$ cat src/rtl/eair_pkg.sv
// shared constants, encodings and carrier types of the egress action index resolver
package eair_pkg;

  // field widths
  localparam int ENC_W      = 7;
  localparam int SVC_W      = 10;
  localparam int OFS_W      = 24;
  localparam int MIDX_W     = 8;
  localparam int KEY_W      = 4;
  localparam int POP_W      = 5;
  localparam int HPOP_W     = 5;
  localparam int MAP_ADDR_W = 11;
  localparam int POPB_W     = 6;
  localparam int NUM_MAP    = 4;
  localparam int CNT_W      = 16;

  // register byte offsets
  localparam logic [11:0] OFF_ENCAP  = 12'h000;
  localparam logic [11:0] OFF_POP    = 12'h004;
  localparam logic [11:0] OFF_SVC    = 12'h008;
  localparam logic [11:0] OFF_CLSOFS = 12'h00c;
  localparam logic [11:0] OFF_MAPIDX = 12'h010;
  localparam logic [11:0] OFF_MAPKEY = 12'h014;
  localparam logic [11:0] OFF_STATUS = 12'h018;

  // register select codes
  localparam logic [2:0] SEL_ENCAP  = 3'h0;
  localparam logic [2:0] SEL_POP    = 3'h1;
  localparam logic [2:0] SEL_SVC    = 3'h2;
  localparam logic [2:0] SEL_CLSOFS = 3'h3;
  localparam logic [2:0] SEL_MAPIDX = 3'h4;
  localparam logic [2:0] SEL_MAPKEY = 3'h5;
  localparam logic [2:0] SEL_STATUS = 3'h6;
  localparam logic [2:0] SEL_NONE   = 3'h7;

  // field positions
  localparam int ENCAP_LSB   = 0;
  localparam int ENCAP_P_LSB = 8;
  localparam int PROT_LSB    = 16;
  localparam int SVC_LSB     = 0;
  localparam int SVC_P_LSB   = 16;

  // values after reset
  localparam logic [31:0] RST_WORD = 32'h0000_0000;
  localparam logic [1:0]  RST_PROT = 2'h0;

  // pop override encodings
  localparam logic [4:0] POP_USE_HDR = 5'h00;
  localparam logic [4:0] POP_NONE    = 5'h01;
  localparam logic [4:0] POP_MAX     = 5'h15;

  // protection selection
  localparam logic [1:0] PROT_OFF      = 2'h0;
  localparam logic [1:0] PROT_ACTIVE   = 2'h1;
  localparam logic [1:0] PROT_INACTIVE = 2'h2;

  // mapping key selector codes
  localparam logic [3:0] KEY_QOS      = 4'h0;
  localparam logic [3:0] KEY_DP_QOS   = 4'h1;
  localparam logic [3:0] KEY_DSCP     = 4'h2;
  localparam logic [3:0] KEY_DP_DSCP  = 4'h3;
  localparam logic [3:0] KEY_DP_TOS   = 4'h4;
  localparam logic [3:0] KEY_PCP      = 4'h5;
  localparam logic [3:0] KEY_DP_PCP   = 4'h6;
  localparam logic [3:0] KEY_DEI_PCP  = 4'h7;
  localparam logic [3:0] KEY_TC       = 4'h8;
  localparam logic [3:0] KEY_DP_TC    = 4'h9;
  localparam logic [3:0] KEY_POP_PCP  = 4'ha;
  localparam logic [3:0] KEY_DP_PPCP  = 4'hb;
  localparam logic [3:0] KEY_PDEI_PCP = 4'hc;
  localparam logic [3:0] KEY_COS      = 4'hd;
  localparam logic [3:0] KEY_DP_COS   = 4'he;

  // internal frame header fields seen by the resolver
  typedef struct packed {
    logic [HPOP_W-1:0] header_word_pop_count;
    logic              prot_active;
    logic [2:0]        qos;
    logic [1:0]        dp;
    logic [5:0]        dscp;
    logic [2:0]        tos_precedence;
    logic [2:0]        pcp;
    logic              dei;
    logic [2:0]        tc;
    logic [2:0]        pop_pcp;
    logic              pop_dei;
    logic [2:0]        class_of_service_id;
  } eair_hdr_t;

  // resolved action
  typedef struct packed {
    logic                             encap_push;
    logic [ENC_W-1:0]                 encap_table_index;
    logic [POPB_W-1:0]                pop_bytes;
    logic                             pop_invalid;
    logic                             prot_used;
    logic [SVC_W-1:0]                 counter_index;
    logic [1:0][MAP_ADDR_W-1:0]       res_a_index;
    logic [1:0][MAP_ADDR_W-1:0]       res_b_index;
    logic [NUM_MAP-1:0]               map_valid;
  } eair_res_t;

endpackage

$ cat src/rtl/eair_map_key.sv
// key selection and address build for one mapping table
`timescale 1ns/1ps
module eair_map_key (
  input  wire logic [eair_pkg::KEY_W-1:0]      key,
  input  wire logic [eair_pkg::MIDX_W-1:0]     map_base_index,
  input  wire eair_pkg::eair_hdr_t             hdr,
  output logic      [eair_pkg::MAP_ADDR_W-1:0] index,
  output logic                                 valid
);

  logic [7:0]                      off;
  logic [eair_pkg::MAP_ADDR_W-1:0] base_shift;

  // group value times eight plus a 3-bit value
  function automatic logic [7:0] grp8(input logic [1:0] g, input logic [2:0] v);
    return {3'b000, g, v};
  endfunction

  // offset chosen by the key; unused code leaves the bare base and flags it
  always_comb begin
    off   = 8'h00;
    valid = 1'b1;
    case (key)
      eair_pkg::KEY_QOS:      off = {5'h00, hdr.qos};
      eair_pkg::KEY_DP_QOS:   off = grp8(hdr.dp, hdr.qos);
      eair_pkg::KEY_DSCP:     off = {2'b00, hdr.dscp};
      eair_pkg::KEY_DP_DSCP:  off = {hdr.dp, hdr.dscp};
      eair_pkg::KEY_DP_TOS:   off = grp8(hdr.dp, hdr.tos_precedence);
      eair_pkg::KEY_PCP:      off = {5'h00, hdr.pcp};
      eair_pkg::KEY_DP_PCP:   off = grp8(hdr.dp, hdr.pcp);
      eair_pkg::KEY_DEI_PCP:  off = grp8({1'b0, hdr.dei}, hdr.pcp);
      eair_pkg::KEY_TC:       off = {5'h00, hdr.tc};
      eair_pkg::KEY_DP_TC:    off = grp8(hdr.dp, hdr.tc);
      eair_pkg::KEY_POP_PCP:  off = {5'h00, hdr.pop_pcp};
      eair_pkg::KEY_DP_PPCP:  off = grp8(hdr.dp, hdr.pop_pcp);
      eair_pkg::KEY_PDEI_PCP: off = grp8({1'b0, hdr.pop_dei}, hdr.pop_pcp);
      eair_pkg::KEY_COS:      off = {5'h00, hdr.class_of_service_id};
      eair_pkg::KEY_DP_COS:   off = grp8(hdr.dp, hdr.class_of_service_id);
      default:                valid = 1'b0;
    endcase
  end

  assign index = eair_pkg::MAP_ADDR_W'({base_shift} + {3'b000, off});

  // base shifted into the upper eight address bits
  assign base_shift = {map_base_index, 3'b000};

endmodule // eair_map_key

$ cat src/rtl/eair_resolver.sv
// egress action index resolver: apb action registers, resolution logic and result register
`timescale 1ns/1ps
//
// Contract
// - zero encap index disables push
// - protect encap index used when selected
// - nonzero pop override up to 0x15 replaces header count
// - override one pops none, n pops 2n
// - override larger than header uses header
// - service base addresses counter set
// - protect service base used when selected
// - counter index adds per-class 3-bit offset
// - map base gives address bits 10:3
// - tables 0,1 resource A; 2,3 B
// - four tables share one key encoding
// - keys 0,1 qos and dp-qos
// - keys 2,3,4 dscp and tos keys
// - keys 5,6,7 pcp keys
// - keys 8,9 mpls traffic class keys
// - keys 10-12 popped customer tag keys
// - keys 13,14 class-of-service keys
// - protect select 1 active, 2 inactive
module eair_resolver #(
  parameter int ADDR_W = 12
) (
  input  wire logic                 pclk,
  input  wire logic                 presetn,
  input  wire logic                 psel,
  input  wire logic                 penable,
  input  wire logic                 pwrite,
  input  wire logic [ADDR_W-1:0]    paddr,
  input  wire logic [31:0]          pwdata,
  input  wire logic [3:0]           pstrb,
  output logic      [31:0]          prdata,
  output logic                      pready,
  output logic                      pslverr,
  input  wire logic                 frame_valid,
  input  wire eair_pkg::eair_hdr_t  frame_hdr,
  output logic                      result_valid,
  output eair_pkg::eair_res_t       result
);

  // the offsets are compared on 12 bits
  if (ADDR_W < 12) begin : g_bad_addr
    $error("eair_resolver: ADDR_W must be at least 12");
  end

  // action registers
  logic [eair_pkg::ENC_W-1:0]  encap_table_index_q;
  logic [eair_pkg::ENC_W-1:0]  encap_table_index_protect_q;
  logic [1:0]                  prot_sel_q;
  logic [eair_pkg::POP_W-1:0]  pop_override_q;
  logic [eair_pkg::SVC_W-1:0]  service_counter_base_q;
  logic [eair_pkg::SVC_W-1:0]  service_counter_base_protect_q;
  logic [eair_pkg::OFS_W-1:0]  per_class_counter_offset_q;
  logic [eair_pkg::NUM_MAP-1:0][eair_pkg::MIDX_W-1:0] map_base_q;
  logic [eair_pkg::NUM_MAP-1:0][eair_pkg::KEY_W-1:0]  map_key_q;
  logic [eair_pkg::CNT_W-1:0]  frame_cnt_q;

  // bus signals
  logic [2:0]  rsel;
  logic [31:0] cur_word;
  logic [31:0] new_word;
  logic        setup;
  logic        wr_en;

  // register select from byte address; misaligned or unknown is no register
  function automatic logic [2:0] reg_sel(input logic [ADDR_W-1:0] a);
    logic [11:0] lo;
    lo = a[11:0];
    // a shift keeps this legal when ADDR_W is exactly 12
    if ((a >> 12) != '0) return eair_pkg::SEL_NONE;
    case (lo)
      eair_pkg::OFF_ENCAP:  return eair_pkg::SEL_ENCAP;
      eair_pkg::OFF_POP:    return eair_pkg::SEL_POP;
      eair_pkg::OFF_SVC:    return eair_pkg::SEL_SVC;
      eair_pkg::OFF_CLSOFS: return eair_pkg::SEL_CLSOFS;
      eair_pkg::OFF_MAPIDX: return eair_pkg::SEL_MAPIDX;
      eair_pkg::OFF_MAPKEY: return eair_pkg::SEL_MAPKEY;
      eair_pkg::OFF_STATUS: return eair_pkg::SEL_STATUS;
      default:              return eair_pkg::SEL_NONE;
    endcase
  endfunction

  // byte lane merge of write data over the current word
  function automatic logic [31:0] lane_merge(input logic [31:0] old_w,
                                             input logic [31:0] wd,
                                             input logic [3:0]  st);
    logic [31:0] r;
    r = old_w;
    for (int b = 0; b < 4; b++) begin
      if (st[b]) begin
        r[8*b +: 8] = wd[8*b +: 8];
      end
    end
    return r;
  endfunction

  assign setup = psel && !penable;
  assign wr_en = psel && penable && pready && pwrite;

  // current word of the addressed register, reserved bits zero
  always_comb begin
    rsel     = reg_sel(paddr);
    cur_word = eair_pkg::RST_WORD;
    case (rsel)
      eair_pkg::SEL_ENCAP: begin
        cur_word[eair_pkg::ENCAP_LSB +: eair_pkg::ENC_W]   = encap_table_index_q;
        cur_word[eair_pkg::ENCAP_P_LSB +: eair_pkg::ENC_W] = encap_table_index_protect_q;
        cur_word[eair_pkg::PROT_LSB +: 2]                  = prot_sel_q;
      end
      eair_pkg::SEL_POP:    cur_word[eair_pkg::POP_W-1:0] = pop_override_q;
      eair_pkg::SEL_SVC: begin
        cur_word[eair_pkg::SVC_LSB +: eair_pkg::SVC_W]   = service_counter_base_q;
        cur_word[eair_pkg::SVC_P_LSB +: eair_pkg::SVC_W] = service_counter_base_protect_q;
      end
      eair_pkg::SEL_CLSOFS: cur_word[eair_pkg::OFS_W-1:0] = per_class_counter_offset_q;
      eair_pkg::SEL_MAPIDX: cur_word = map_base_q;
      eair_pkg::SEL_MAPKEY: cur_word[15:0] = map_key_q;
      eair_pkg::SEL_STATUS: begin
        cur_word[eair_pkg::CNT_W-1:0] = frame_cnt_q;
        cur_word[19:16]               = result.map_valid;
        cur_word[20]                  = result.encap_push;
        cur_word[21]                  = result.pop_invalid;
        cur_word[22]                  = result.prot_used;
      end
      default:              cur_word = eair_pkg::RST_WORD;
    endcase
    new_word = lane_merge(cur_word, pwdata, pstrb);
  end

  // apb answer: one wait-free access phase, data and error captured at setup
  always_ff @(posedge pclk or negedge presetn) begin
    if (!presetn) begin
      pready  <= 1'b0;
      pslverr <= 1'b0;
      prdata  <= eair_pkg::RST_WORD;
    end else begin
      pready  <= setup;
      pslverr <= setup && (rsel == eair_pkg::SEL_NONE);
      if (setup && !pwrite) begin
        prdata <= cur_word;
      end
    end
  end

  // encap and protection register
  always_ff @(posedge pclk or negedge presetn) begin
    if (!presetn) begin
      encap_table_index_q         <= '0;
      encap_table_index_protect_q <= '0;
      prot_sel_q                  <= eair_pkg::RST_PROT;
    end else if (wr_en && rsel == eair_pkg::SEL_ENCAP) begin
      encap_table_index_q         <= new_word[eair_pkg::ENCAP_LSB +: eair_pkg::ENC_W];
      encap_table_index_protect_q <= new_word[eair_pkg::ENCAP_P_LSB +: eair_pkg::ENC_W];
      prot_sel_q                  <= new_word[eair_pkg::PROT_LSB +: 2];
    end
  end

  // pop override register
  always_ff @(posedge pclk or negedge presetn) begin
    if (!presetn) begin
      pop_override_q <= eair_pkg::POP_USE_HDR;
    end else if (wr_en && rsel == eair_pkg::SEL_POP) begin
      pop_override_q <= new_word[eair_pkg::POP_W-1:0];
    end
  end

  // service counter registers
  always_ff @(posedge pclk or negedge presetn) begin
    if (!presetn) begin
      service_counter_base_q         <= '0;
      service_counter_base_protect_q <= '0;
      per_class_counter_offset_q     <= '0;
    end else if (wr_en && rsel == eair_pkg::SEL_SVC) begin
      service_counter_base_q         <= new_word[eair_pkg::SVC_LSB +: eair_pkg::SVC_W];
      service_counter_base_protect_q <= new_word[eair_pkg::SVC_P_LSB +: eair_pkg::SVC_W];
    end else if (wr_en && rsel == eair_pkg::SEL_CLSOFS) begin
      per_class_counter_offset_q     <= new_word[eair_pkg::OFS_W-1:0];
    end
  end

  // mapping base and key registers
  always_ff @(posedge pclk or negedge presetn) begin
    if (!presetn) begin
      map_base_q <= '0;
      map_key_q  <= '0;
    end else if (wr_en && rsel == eair_pkg::SEL_MAPIDX) begin
      map_base_q <= new_word;
    end else if (wr_en && rsel == eair_pkg::SEL_MAPKEY) begin
      map_key_q  <= new_word[15:0];
    end
  end

  // resolution, all combinational from config and the presented header
  logic                             use_prot;
  logic [eair_pkg::POPB_W-1:0]      hdr_bytes;
  logic [eair_pkg::POPB_W-1:0]      ovr_bytes;
  logic                             ovr_rsvd;
  logic [eair_pkg::POPB_W-1:0]      pop_sel;
  logic [eair_pkg::SVC_W-1:0]       svc_sel;
  logic [2:0]                       cls_off;
  logic [eair_pkg::ENC_W-1:0]       encap_sel;
  logic [eair_pkg::NUM_MAP-1:0][eair_pkg::MAP_ADDR_W-1:0] map_idx;
  logic [eair_pkg::NUM_MAP-1:0]     map_ok;

  // protection substitution; reserved select acts as off
  assign use_prot = ((prot_sel_q == eair_pkg::PROT_ACTIVE) && frame_hdr.prot_active) ||
                    ((prot_sel_q == eair_pkg::PROT_INACTIVE) && !frame_hdr.prot_active);

  assign encap_sel = use_prot ? encap_table_index_protect_q : encap_table_index_q;

  // override bytes, value one pops none
  assign hdr_bytes = {frame_hdr.header_word_pop_count, 1'b0};
  assign ovr_bytes = (pop_override_q == eair_pkg::POP_NONE) ? '0 : {pop_override_q, 1'b0};
  // reserved override falls back to header
  assign ovr_rsvd  = pop_override_q > eair_pkg::POP_MAX;

  // nonzero override up to POP_MAX wins; never beyond header amount
  always_comb begin
    if (pop_override_q == eair_pkg::POP_USE_HDR || ovr_rsvd || ovr_bytes > hdr_bytes) begin
      pop_sel = hdr_bytes;
    end else begin
      pop_sel = ovr_bytes;
    end
  end

  assign svc_sel = use_prot ? service_counter_base_protect_q : service_counter_base_q;
  assign cls_off = per_class_counter_offset_q[3*int'(frame_hdr.class_of_service_id) +: 3];

  // one key decoder per table, same encoding
  for (genvar m = 0; m < eair_pkg::NUM_MAP; m++) begin : g_map
    eair_map_key u_key (
      .key            (map_key_q[m]),
      .map_base_index (map_base_q[m]),
      .hdr            (frame_hdr),
      .index          (map_idx[m]),
      .valid          (map_ok[m])
    );
  end

  // result register, loaded once per presented frame
  always_ff @(posedge pclk or negedge presetn) begin
    if (!presetn) begin
      result_valid <= 1'b0;
      result       <= '0;
    end else begin
      result_valid <= frame_valid;
      if (frame_valid) begin
        result.encap_push        <= encap_sel != '0;
        result.encap_table_index <= encap_sel;
        result.pop_bytes         <= pop_sel;
        result.pop_invalid       <= ovr_rsvd;
        result.prot_used         <= use_prot;
        // counter set index from service base
        result.counter_index     <= eair_pkg::SVC_W'(svc_sel + {7'h00, cls_off});
        // tables 0,1 to resource A, 2,3 to resource B
        result.res_a_index       <= {map_idx[1], map_idx[0]};
        result.res_b_index       <= {map_idx[3], map_idx[2]};
        result.map_valid         <= map_ok;
      end
    end
  end

  // resolved frame count, wraps; visible in the status word
  always_ff @(posedge pclk or negedge presetn) begin
    if (!presetn) begin
      frame_cnt_q <= '0;
    end else if (frame_valid) begin
      frame_cnt_q <= frame_cnt_q + 1'b1;
    end
  end

  chk_encap_push: assert property (
    @(posedge pclk) disable iff (!presetn)
    result_valid |-> (result.encap_push == (result.encap_table_index != '0)))
    else $error("encap push does not follow index");

  // protect encap index when protection active
  chk_encap_protect: assert property (
    @(posedge pclk) disable iff (!presetn)
    (frame_valid && prot_sel_q == eair_pkg::PROT_ACTIVE && frame_hdr.prot_active)
    |=> (result.encap_table_index == $past(encap_table_index_protect_q)))
    else $error("protect encap index not used");

  chk_prot_off: assert property (
    @(posedge pclk) disable iff (!presetn)
    (frame_valid && prot_sel_q == eair_pkg::PROT_OFF)
    |=> (!result.prot_used && result.counter_index[eair_pkg::SVC_W-1:0] ==
         eair_pkg::SVC_W'($past(service_counter_base_q) +
                          {7'h00, $past(cls_off)})))
    else $error("substitution with protection off");

  chk_pop_header: assert property (
    @(posedge pclk) disable iff (!presetn)
    (frame_valid && pop_override_q == eair_pkg::POP_USE_HDR)
    |=> (result.pop_bytes == {$past(frame_hdr.header_word_pop_count), 1'b0}))
    else $error("header pop count not used");

  chk_pop_none: assert property (
    @(posedge pclk) disable iff (!presetn)
    (frame_valid && pop_override_q == eair_pkg::POP_NONE) |=> (result.pop_bytes == '0))
    else $error("override one popped bytes");

  // never pop more than the header amount
  chk_pop_clamp: assert property (
    @(posedge pclk) disable iff (!presetn)
    frame_valid |=> (result.pop_bytes <= {$past(frame_hdr.header_word_pop_count), 1'b0}))
    else $error("pop exceeds header amount");

  // counter index equals base plus class offset
  chk_counter_index: assert property (
    @(posedge pclk) disable iff (!presetn)
    frame_valid |=> (result.counter_index == eair_pkg::SVC_W'($past(svc_sel) +
                                                             {7'h00, $past(cls_off)})))
    else $error("counter index wrong");

  // qos key keeps base in bits 10:3
  chk_map_base: assert property (
    @(posedge pclk) disable iff (!presetn)
    (frame_valid && map_key_q[0] == eair_pkg::KEY_QOS)
    |=> (result.res_a_index[0][10:3] == $past(map_base_q[0]) && result.map_valid[0]))
    else $error("map base bits wrong");

  chk_key_invalid: assert property (
    @(posedge pclk) disable iff (!presetn)
    (frame_valid && map_key_q[3] == 4'hf) |=> !result.map_valid[3])
    else $error("unused key not invalid");

  // a result follows each frame by exactly one cycle
  chk_result_timing: assert property (
    @(posedge pclk) disable iff (!presetn)
    frame_valid |=> result_valid ##1 (result_valid == $past(frame_valid)))
    else $error("result timing wrong");

endmodule // eair_resolver

$ cat config.mk
export PLATFORM = sky130hd
export DESIGN_NAME = eair_resolver
export DESIGN_NICKNAME = d
export VERILOG_FILES = /design/src/rtl/eair_pkg.sv /design/src/rtl/eair_map_key.sv /design/src/rtl/eair_resolver.sv
export SDC_FILE = /design/constraint.sdc
export NUM_CORES = 1
export LEC_CHECK = 0
export BUFFER_PORTS_ARGS = -buffer_cell sky130_fd_sc_hd__buf_4
export CAP_MARGIN = 15
export CORE_UTILIZATION = 45
export CTS_CLUSTER_DIAMETER = 60
export CTS_CLUSTER_SIZE = 25
export DETAILED_ROUTE_END_ITERATION = 7
export PLACE_DENSITY = 0.73
export SETUP_SLACK_MARGIN = 0.15
export SLEW_MARGIN = 0
export SYNTH_ARGS = -nofsm -noshare
export SYNTH_HDL_FRONTEND = slang
export SYNTH_SLANG_ARGS = --single-unit
$ cat constraint.sdc
create_clock -name pclk -period 7.1 [get_ports pclk]
set_clock_uncertainty 0.05 [all_clocks]
set_input_delay 1.065 -clock pclk [delete_from_list [all_inputs] [get_ports pclk]]
set_output_delay 1.065 -clock pclk [all_outputs]
set_load 0.1 [all_outputs]
==> impl_metrics.yaml, run 1 <==
run_status:
  outcome: "completed"
yosys:
  synth_top_family_by_area: "compound AO/OA/AOI/OAI gates"
  syn_avg_cell_area_um2: 9.277
  synthArstFlopShare_pct: 100.0
  synth_simple_gate_area_share_pct: 16.36
  synth_compound_area_share_pct: 18.83
  synth_seq_cells: 237
  synth_seq_area_share_pct: 44.03
  yosysTopAreaCell: "dfrtp_1"
  synthAdderAreaFrac_pct: 3.437
  muxShareOfSynthArea_pct: 9.827
  yosys-top-cells-area: "dfrtp_1 (44%), nand2_1 (5.9%), mux2_2 (4.9%), o21ai_0 (4.6%), mux2i_1 (3.3%)"
  yosysWarnings: 0
  syn-num-nets: 1574
  synth_top_area_share_pct: 44.03
  synth.distinct_cells: 73
  synth_xor_area_share_pct: 2.991
  synth_edf_count: 0
  synthFlopType: "dfrtp_1"
  synth_area_um2: 13470
  syn_inst: 1452
clocking:
  holdBufCountCts: 0
  cts_resized: 0
  root_buffer: "clkbuf_16"
  clkSinkCount: 237
  cts_tree: "done"
  cts.htree.levels: 1
  cts_buffers: 23
  clk_latency_ns: 0.56
  cts_setup_buffers: 0
  cts_buffer_depth: 3
  clkTransAtPathRegs_ns: 0.08
grt:
  grt_pass1_wl_um: 69450
  antenna_found_initial: 1
  grt_pass1_vias: 11570
  grt_max_degree: 107
  grt_overflow: 0
  grtUsageTotal_pct: 29.80
pwr:
  swShare_pct: 31.51
  leakage_uw: 0.007213
  p_clk_share_pct: 41.9
  p_comb_share_pct: 13.4
  ir_drop_mv: 0.1446
  internal_power_uw: 2189
  p_total_uw: 3196
  powerDensity_nw_per_um2: 201.5
  seqPwrFrac_pct: 44.8
  power_switching_uw: 1007
die:
  start_util_pct: 46.31
  pin_count: 197
  fp-row-count: 62
  core_area_um2: 29090
  die_h_um: 175.0
  die_area_um2: 30630
  die_x_um: 175.0
detailed_routing:
  via_count: 12010
  wl_per_cell_um: 23.03
  drt_iter0_markers: 1173
  ant_nets: 0
  drtPass1Iterations: 5
  viasPerCell: 6.061
  drc: 0
  wl_um: 45650
critical_path:
  critPathLaunch: "paddr[4]"
  required_ns: 7.45
  start_kind: "input port"
  path_delay_family: "simple AND/OR/NAND/NOR gates"
  reg2reg_depth: 13
  cp_max_fo: 32
  path_depth: 6
  timing.rr.start: "map_key_q[1]"
  cp_cell_sequence: "buf_4 -> or4b_4 -> nor4_4 -> nand2_1 -> nand2_1 -> o21ai_1"
  worstReg2RegEnd: "result[35]"
  cp_common_cell: "nand2_1"
  critPathKind: "in2reg"
  critPathMaxStageDelay_ns: 0.84
  arrival_ns: 4.01
  end_kind: "register"
  ff2ff_setup_slack_ns: 3.67
  path_buf_inv: 1
  critical_path.endpoint: "map_base_q[19]"
  critPathSlowestCell: "nand2_1"
sta:
  post-route-period-util_pct: 51.57
  finalMaxSlewViolations: 0
  hold_viol: 0
  rsz0062_at_grt: "false"
  tns_ns: 0
  setup_violations: 0
  tightest_slew_ns: 1.068
  relSlewSlack_pct: 28.27
  fmax_mhz: 273.1
  period_minus_slack_ns: 3.661
layout:
  antenna_cells: 0
  instances_no_fill: 1982
  layout-drive-gt1-share_pct: 21.03
  area_growth_pct: 17.73
  nNetsFinal: 1703
place:
  place_congestion: 0.9562
  portBuffers: 195
  place_hpwl_um: 34060
  place_inst: 1940
run:
  maxCapViolations: 0
worst_hold_path:
  hp-class: "reg2reg"
through the flow:
stage	cell area (um2)	util [%]	hold slack (ns)	setup slack, ns
after floorplan	13470	-	0.3960	3.320
after global placement	15040	51.70	0.4148	2.978
after detailed placement	15040	51.70	0.4239	2.897
after CTS	15860	54.52	0.4356	3.491
after global routing	15860	54.52	0.4667	3.269
final	15860	54.52	0.4371	3.439
synth_stat cells (all sizes together), types with 14 or more instances:
master,n
ha,29
and3,14
nor3,18
nand3,26
o21ai,157
inv,47
dfrtp,237
xnor2,33
o2bb2ai,14
nor2b,23
a22oi,27
nand2,214
clkbuf,63
o22ai,20
a21oi,78
buf,34
mux2i,46
a31oi,17
nor2,114
mux2,60
how the worst min path moves through the flow:
stage / from / cells after the start / to
3_3_place_gp: frame_cnt_q[15] / 1 / frame_cnt_q[15]
6_report: frame_cnt_q[15] / 1 / frame_cnt_q[15]
5_1_grt: result[16] / 1 / result[16]
4_1_cts: frame_cnt_q[15] / 1 / frame_cnt_q[15]
2_1_floorplan: frame_cnt_q[15] / 1 / frame_cnt_q[15]
3_5_place_dp: prdata[15] / 2 / prdata[15]
cells in the final DEF (no fill, tap or decap), drive strengths merged, types with 17 or more instances in the layout:
master  instances
a21oi          78
a22oi          27
a31oi          17
buf           201
clkbuf         23
dfrtp         237
ha             29
inv            59
mux2           60
mux2i          46
nand2         214
nand3          26
nor2          114
nor2b          23
nor3           18
o21ai         157
o22ai          20
xnor2          33
power by group through the flow:
stage	sequential, uW	combinational (uW)	clock [uW]
final	1430	427	1340
after floorplan	1580	130	0
after global routing	1440	451	1410
after global placement	1460	421	0
after CTS	1430	426	1350
after detailed placement	1460	425	0
sequential cells by signal, summed over array words and instances (netlist names), 2 cells and up:
| name | flops |
|---|---|
| service_counter_base_q | 10 |
| encap_table_index_q | 7 |
| map_key_q | 16 |
| frame_cnt_q | 16 |
| prdata | 32 |
| result | 73 |
| service_counter_base_protect_q | 10 |
| prot_sel_q | 2 |
| per_class_counter_offset_q | 24 |
| map_base_q | 32 |
| pop_override_q | 5 |
| encap_table_index_protect_q | 7 |
layout make-up:
type / count / area, um2
fill: 2660 / 13230
multi-input combinational: 1071 / 6935
sequential: 237 / 5931
timing repair buffer: 201 / 1516
clock buffer: 23 / 575.6
tap: 384 / 480.5
clock inverter: 19 / 244.0
inverter: 47 / 176.4
layer usage:
layer	wire, um	track usage [%]	vias up
met3	4043	6.332	109
li1	-	-	5449
met5	9	0	-
met1	19910	41.99	5852
met2	20020	45.22	601
met4	1667	10.62	2
worst register-to-register path, cell delays in order (launching register included):
cell and delay (ns):
dfrtp_1 0.82, nor2_1 0.23, nand3_1 0.14, o21ai_0 0.10
a222oi_1 0.30, inv_1 0.08, ha_1 0.23, fa_1 0.44
a21o_1 0.17, a21oi_1 0.21, nor2b_1 0.07, o21ai_0 0.19
xor2_1 0.17, a21oi_1 0.08
logic make-up after synthesis:
group,after synthesis
buffers and inverters,144
other,1
AOI/OAI and AO/OA,408
DFF,237
xor gates and xnor gates,46
and+or+nand+nor,468
muxes,114
adders and majority gates,34
Power figures use the tool's default switching activity.
==> run 2: changes to the inputs <==
clock period = 3.55 ns   (was 7.1 ns; I/O delays follow)
==> impl_metrics.yaml, run 2 (synthesis gave the netlist of run 1 again) <==
run_status:
  outcome: "completed"
pwr:
  power_switching_uw: 1980
  seqPwrFrac_pct: 44.6
  ir_drop_mv: 0.3930
  p_comb_share_pct: 13.4
  leakage_uw: 0.007382
  p_clk_share_pct: 42.0
  internal_power_uw: 4446
  powerDensity_nw_per_um2: 397.7
  swShare_pct: 30.81
clocking:
  clk_latency_ns: 0.55
  cts_tree: "done"
  cts.htree.levels: 1
  root_buffer: "clkbuf_16"
  cts_setup_buffers: 0
  cts_buffer_depth: 3
  cts_buffers: 23
  clkTransAtPathRegs_ns: 0.09
  clkSinkCount: 237
detailed_routing:
  ant_nets: 0
  drc: 0
  viasPerCell: 5.943
  drt_iter0_markers: 1129
  met3_length_um: 3592
  drtPass1Iterations: 5
  drt-met1-wl_um: 19800
  highest_layer: "met4"
  via_count: 11980
  wl_per_cell_um: 22.36
  dr_wl_met2_um: 20250
  wl_um: 45090
sta:
  setup_violations: 0
  post-route-period-util_pct: 87.78
  relSlewSlack_pct: 31.07
  finalMaxSlewViolations: 0
  hold_viol: 0
  hold_ws_ns: 0.1295
  rsz0062_at_grt: "true"
  tns_ns: 0
  tightest_slew_ns: 1.005
  fmax_mhz: 320.9
  period_minus_slack_ns: 3.116
place:
  postPlaceCellArea_um2: 15310
  place_hpwl_um: 34360
  place_congestion: 1.016
  portBuffers: 195
grt:
  grtUsageTotal_pct: 29.59
  grt_pass1_vias: 11550
  grt_pass1_wl_um: 69500
  grt_max_degree: 81
  antenna_found_initial: 0
  grt_overflow: 0
layout:
  layout-drive-gt1-share_pct: 22.86
  final_cell_mix: "dfrtp_1 (233), buf_4 (231), nand2_1 (213)"
  area_growth_pct: 19.92
  largestRegisters: "result x73, map_base_q x32, prdata x32"
  regMostFlops: "result"
  antenna_cells: 0
  largest_register_ffs: 73
  final_common_cell: "dfrtp_1"
  nNetsFinal: 1737
  fin_area_um2: 16150
critical_path:
  critPathKind: "reg2reg"
  end_kind: "register"
  cp_common_cell: "o21ai_0"
  critPathMaxStageDelay_ns: 0.51
  required_ns: 3.90
  arrival_ns: 3.46
  cp_max_fo: 13
  cp_cell_sequence: "inv_1 -> nor2_1 -> nand3_1 -> o21ai_0 -> o21ai_0 -> nand2_1 -> ha_1 -> inv_1 -> fa_1 -> nor2b_1 -> o21ai_0 -> a21boi_0 -> o21ai_0 -> xor2_1 -> a21oi_1"
  start_kind: "register"
  critPathSlowestCell: "dfrtp_2"
die:
  pin_count: 197
  fp-row-count: 62
  start_util_pct: 46.31
  core_area_um2: 29090
  die_h_um: 175.0
  die_area_um2: 30630
  die_x_um: 175.0
worst_hold_path:
  hp-class: "in2reg"
run:
  maxCapViolations: 0
-- run 2: cell count changes in the layout (fill, tap and decap cells not counted), sizes merged --
cell | before | now
bufinv | 1 | 2
clkinvlp | 0 | 1
inv | 59 | 60
buf | 201 | 234
clkinv | 6 | 3
dlygate4sd3 | 0 | 1
-- run 2: worst max-delay path, delay by kind of cell, from the launching register on --
family / cells / cell delay, ns
xor+xnor: 1 / 0.18
compound gates: 6 / 0.75
flops: 1 / 0.51
fa+ha+maj: 2 / 0.60
buf+inv: 2 / 0.24
simple gates: 4 / 0.63
-- run 2: through the flow --
step | util (%) | cells | total power (uW) | worst slack [ns]
6_report | 55.53 | 2016 | 6425 | 0.4338
5_1_grt | 55.53 | 2016 | 6623 | 0.1261
4_1_cts | 55.51 | 2016 | 6470 | 0.3138
3_5_place_dp | 52.64 | 1973 | 3776 | 0.3151
3_3_place_gp | 52.64 | 1973 | 3763 | 0.3429
2_1_floorplan | - | 1452 | 3422 | 0.3029
-- run 2: what timing repair did --
action / 4_1_cts / 5_1_grt
resized for setup: 0 / 5
setup endpoints to repair: 0 / 2
hold buffers: 1 / 0
endpoints found under the hold margin: 77 / 0
-- run 2: worst paths after layout --
kind                               from    endpoint  slack, ns  depth (start not counted)
max reg2reg                map_key_q[6]  result[46]       0.43                         15
min                             penable      pready       0.13                          2
min reg2reg                  result[41]  result[41]       0.44                          2
max in group asynchronous       presetn  result[37]       2.05                          3
min in group asynchronous       presetn  result[45]       0.50                          2
max                        map_key_q[6]  result[46]       0.43                         15
-- run 2: layout make-up --
| class | instances | area (um2) |
|---|---|---|
| clock buffers | 23 | 575.6 |
| clock inverters | 19 | 251.5 |
| fillers | 2606 | 12940 |
| inverters | 47 | 176.4 |
| multi-input cells | 1071 | 6935 |
| flip-flops and latches | 237 | 5936 |
| well taps | 384 | 480.5 |
| repair buffers | 235 | 1799 |
-- run 2: power groups by stage --
stage	Sequential (uW)	Clock, uW	Combinational, uW
6_report	2860	2700	862
5_1_grt	2880	2830	912
4_1_cts	2870	2740	863
3_5_place_dp	2920	0	859
3_3_place_gp	2910	0	851
2_1_floorplan	3160	0	261
-- run 2: per-layer routing --
metal | track usage [%] | vias up
met5 | 0 | -
met2 | 46.31 | 569
met4 | 8.877 | 0
met1 | 42.20 | 5831
li1 | - | 5501
met3 | 4.591 | 81
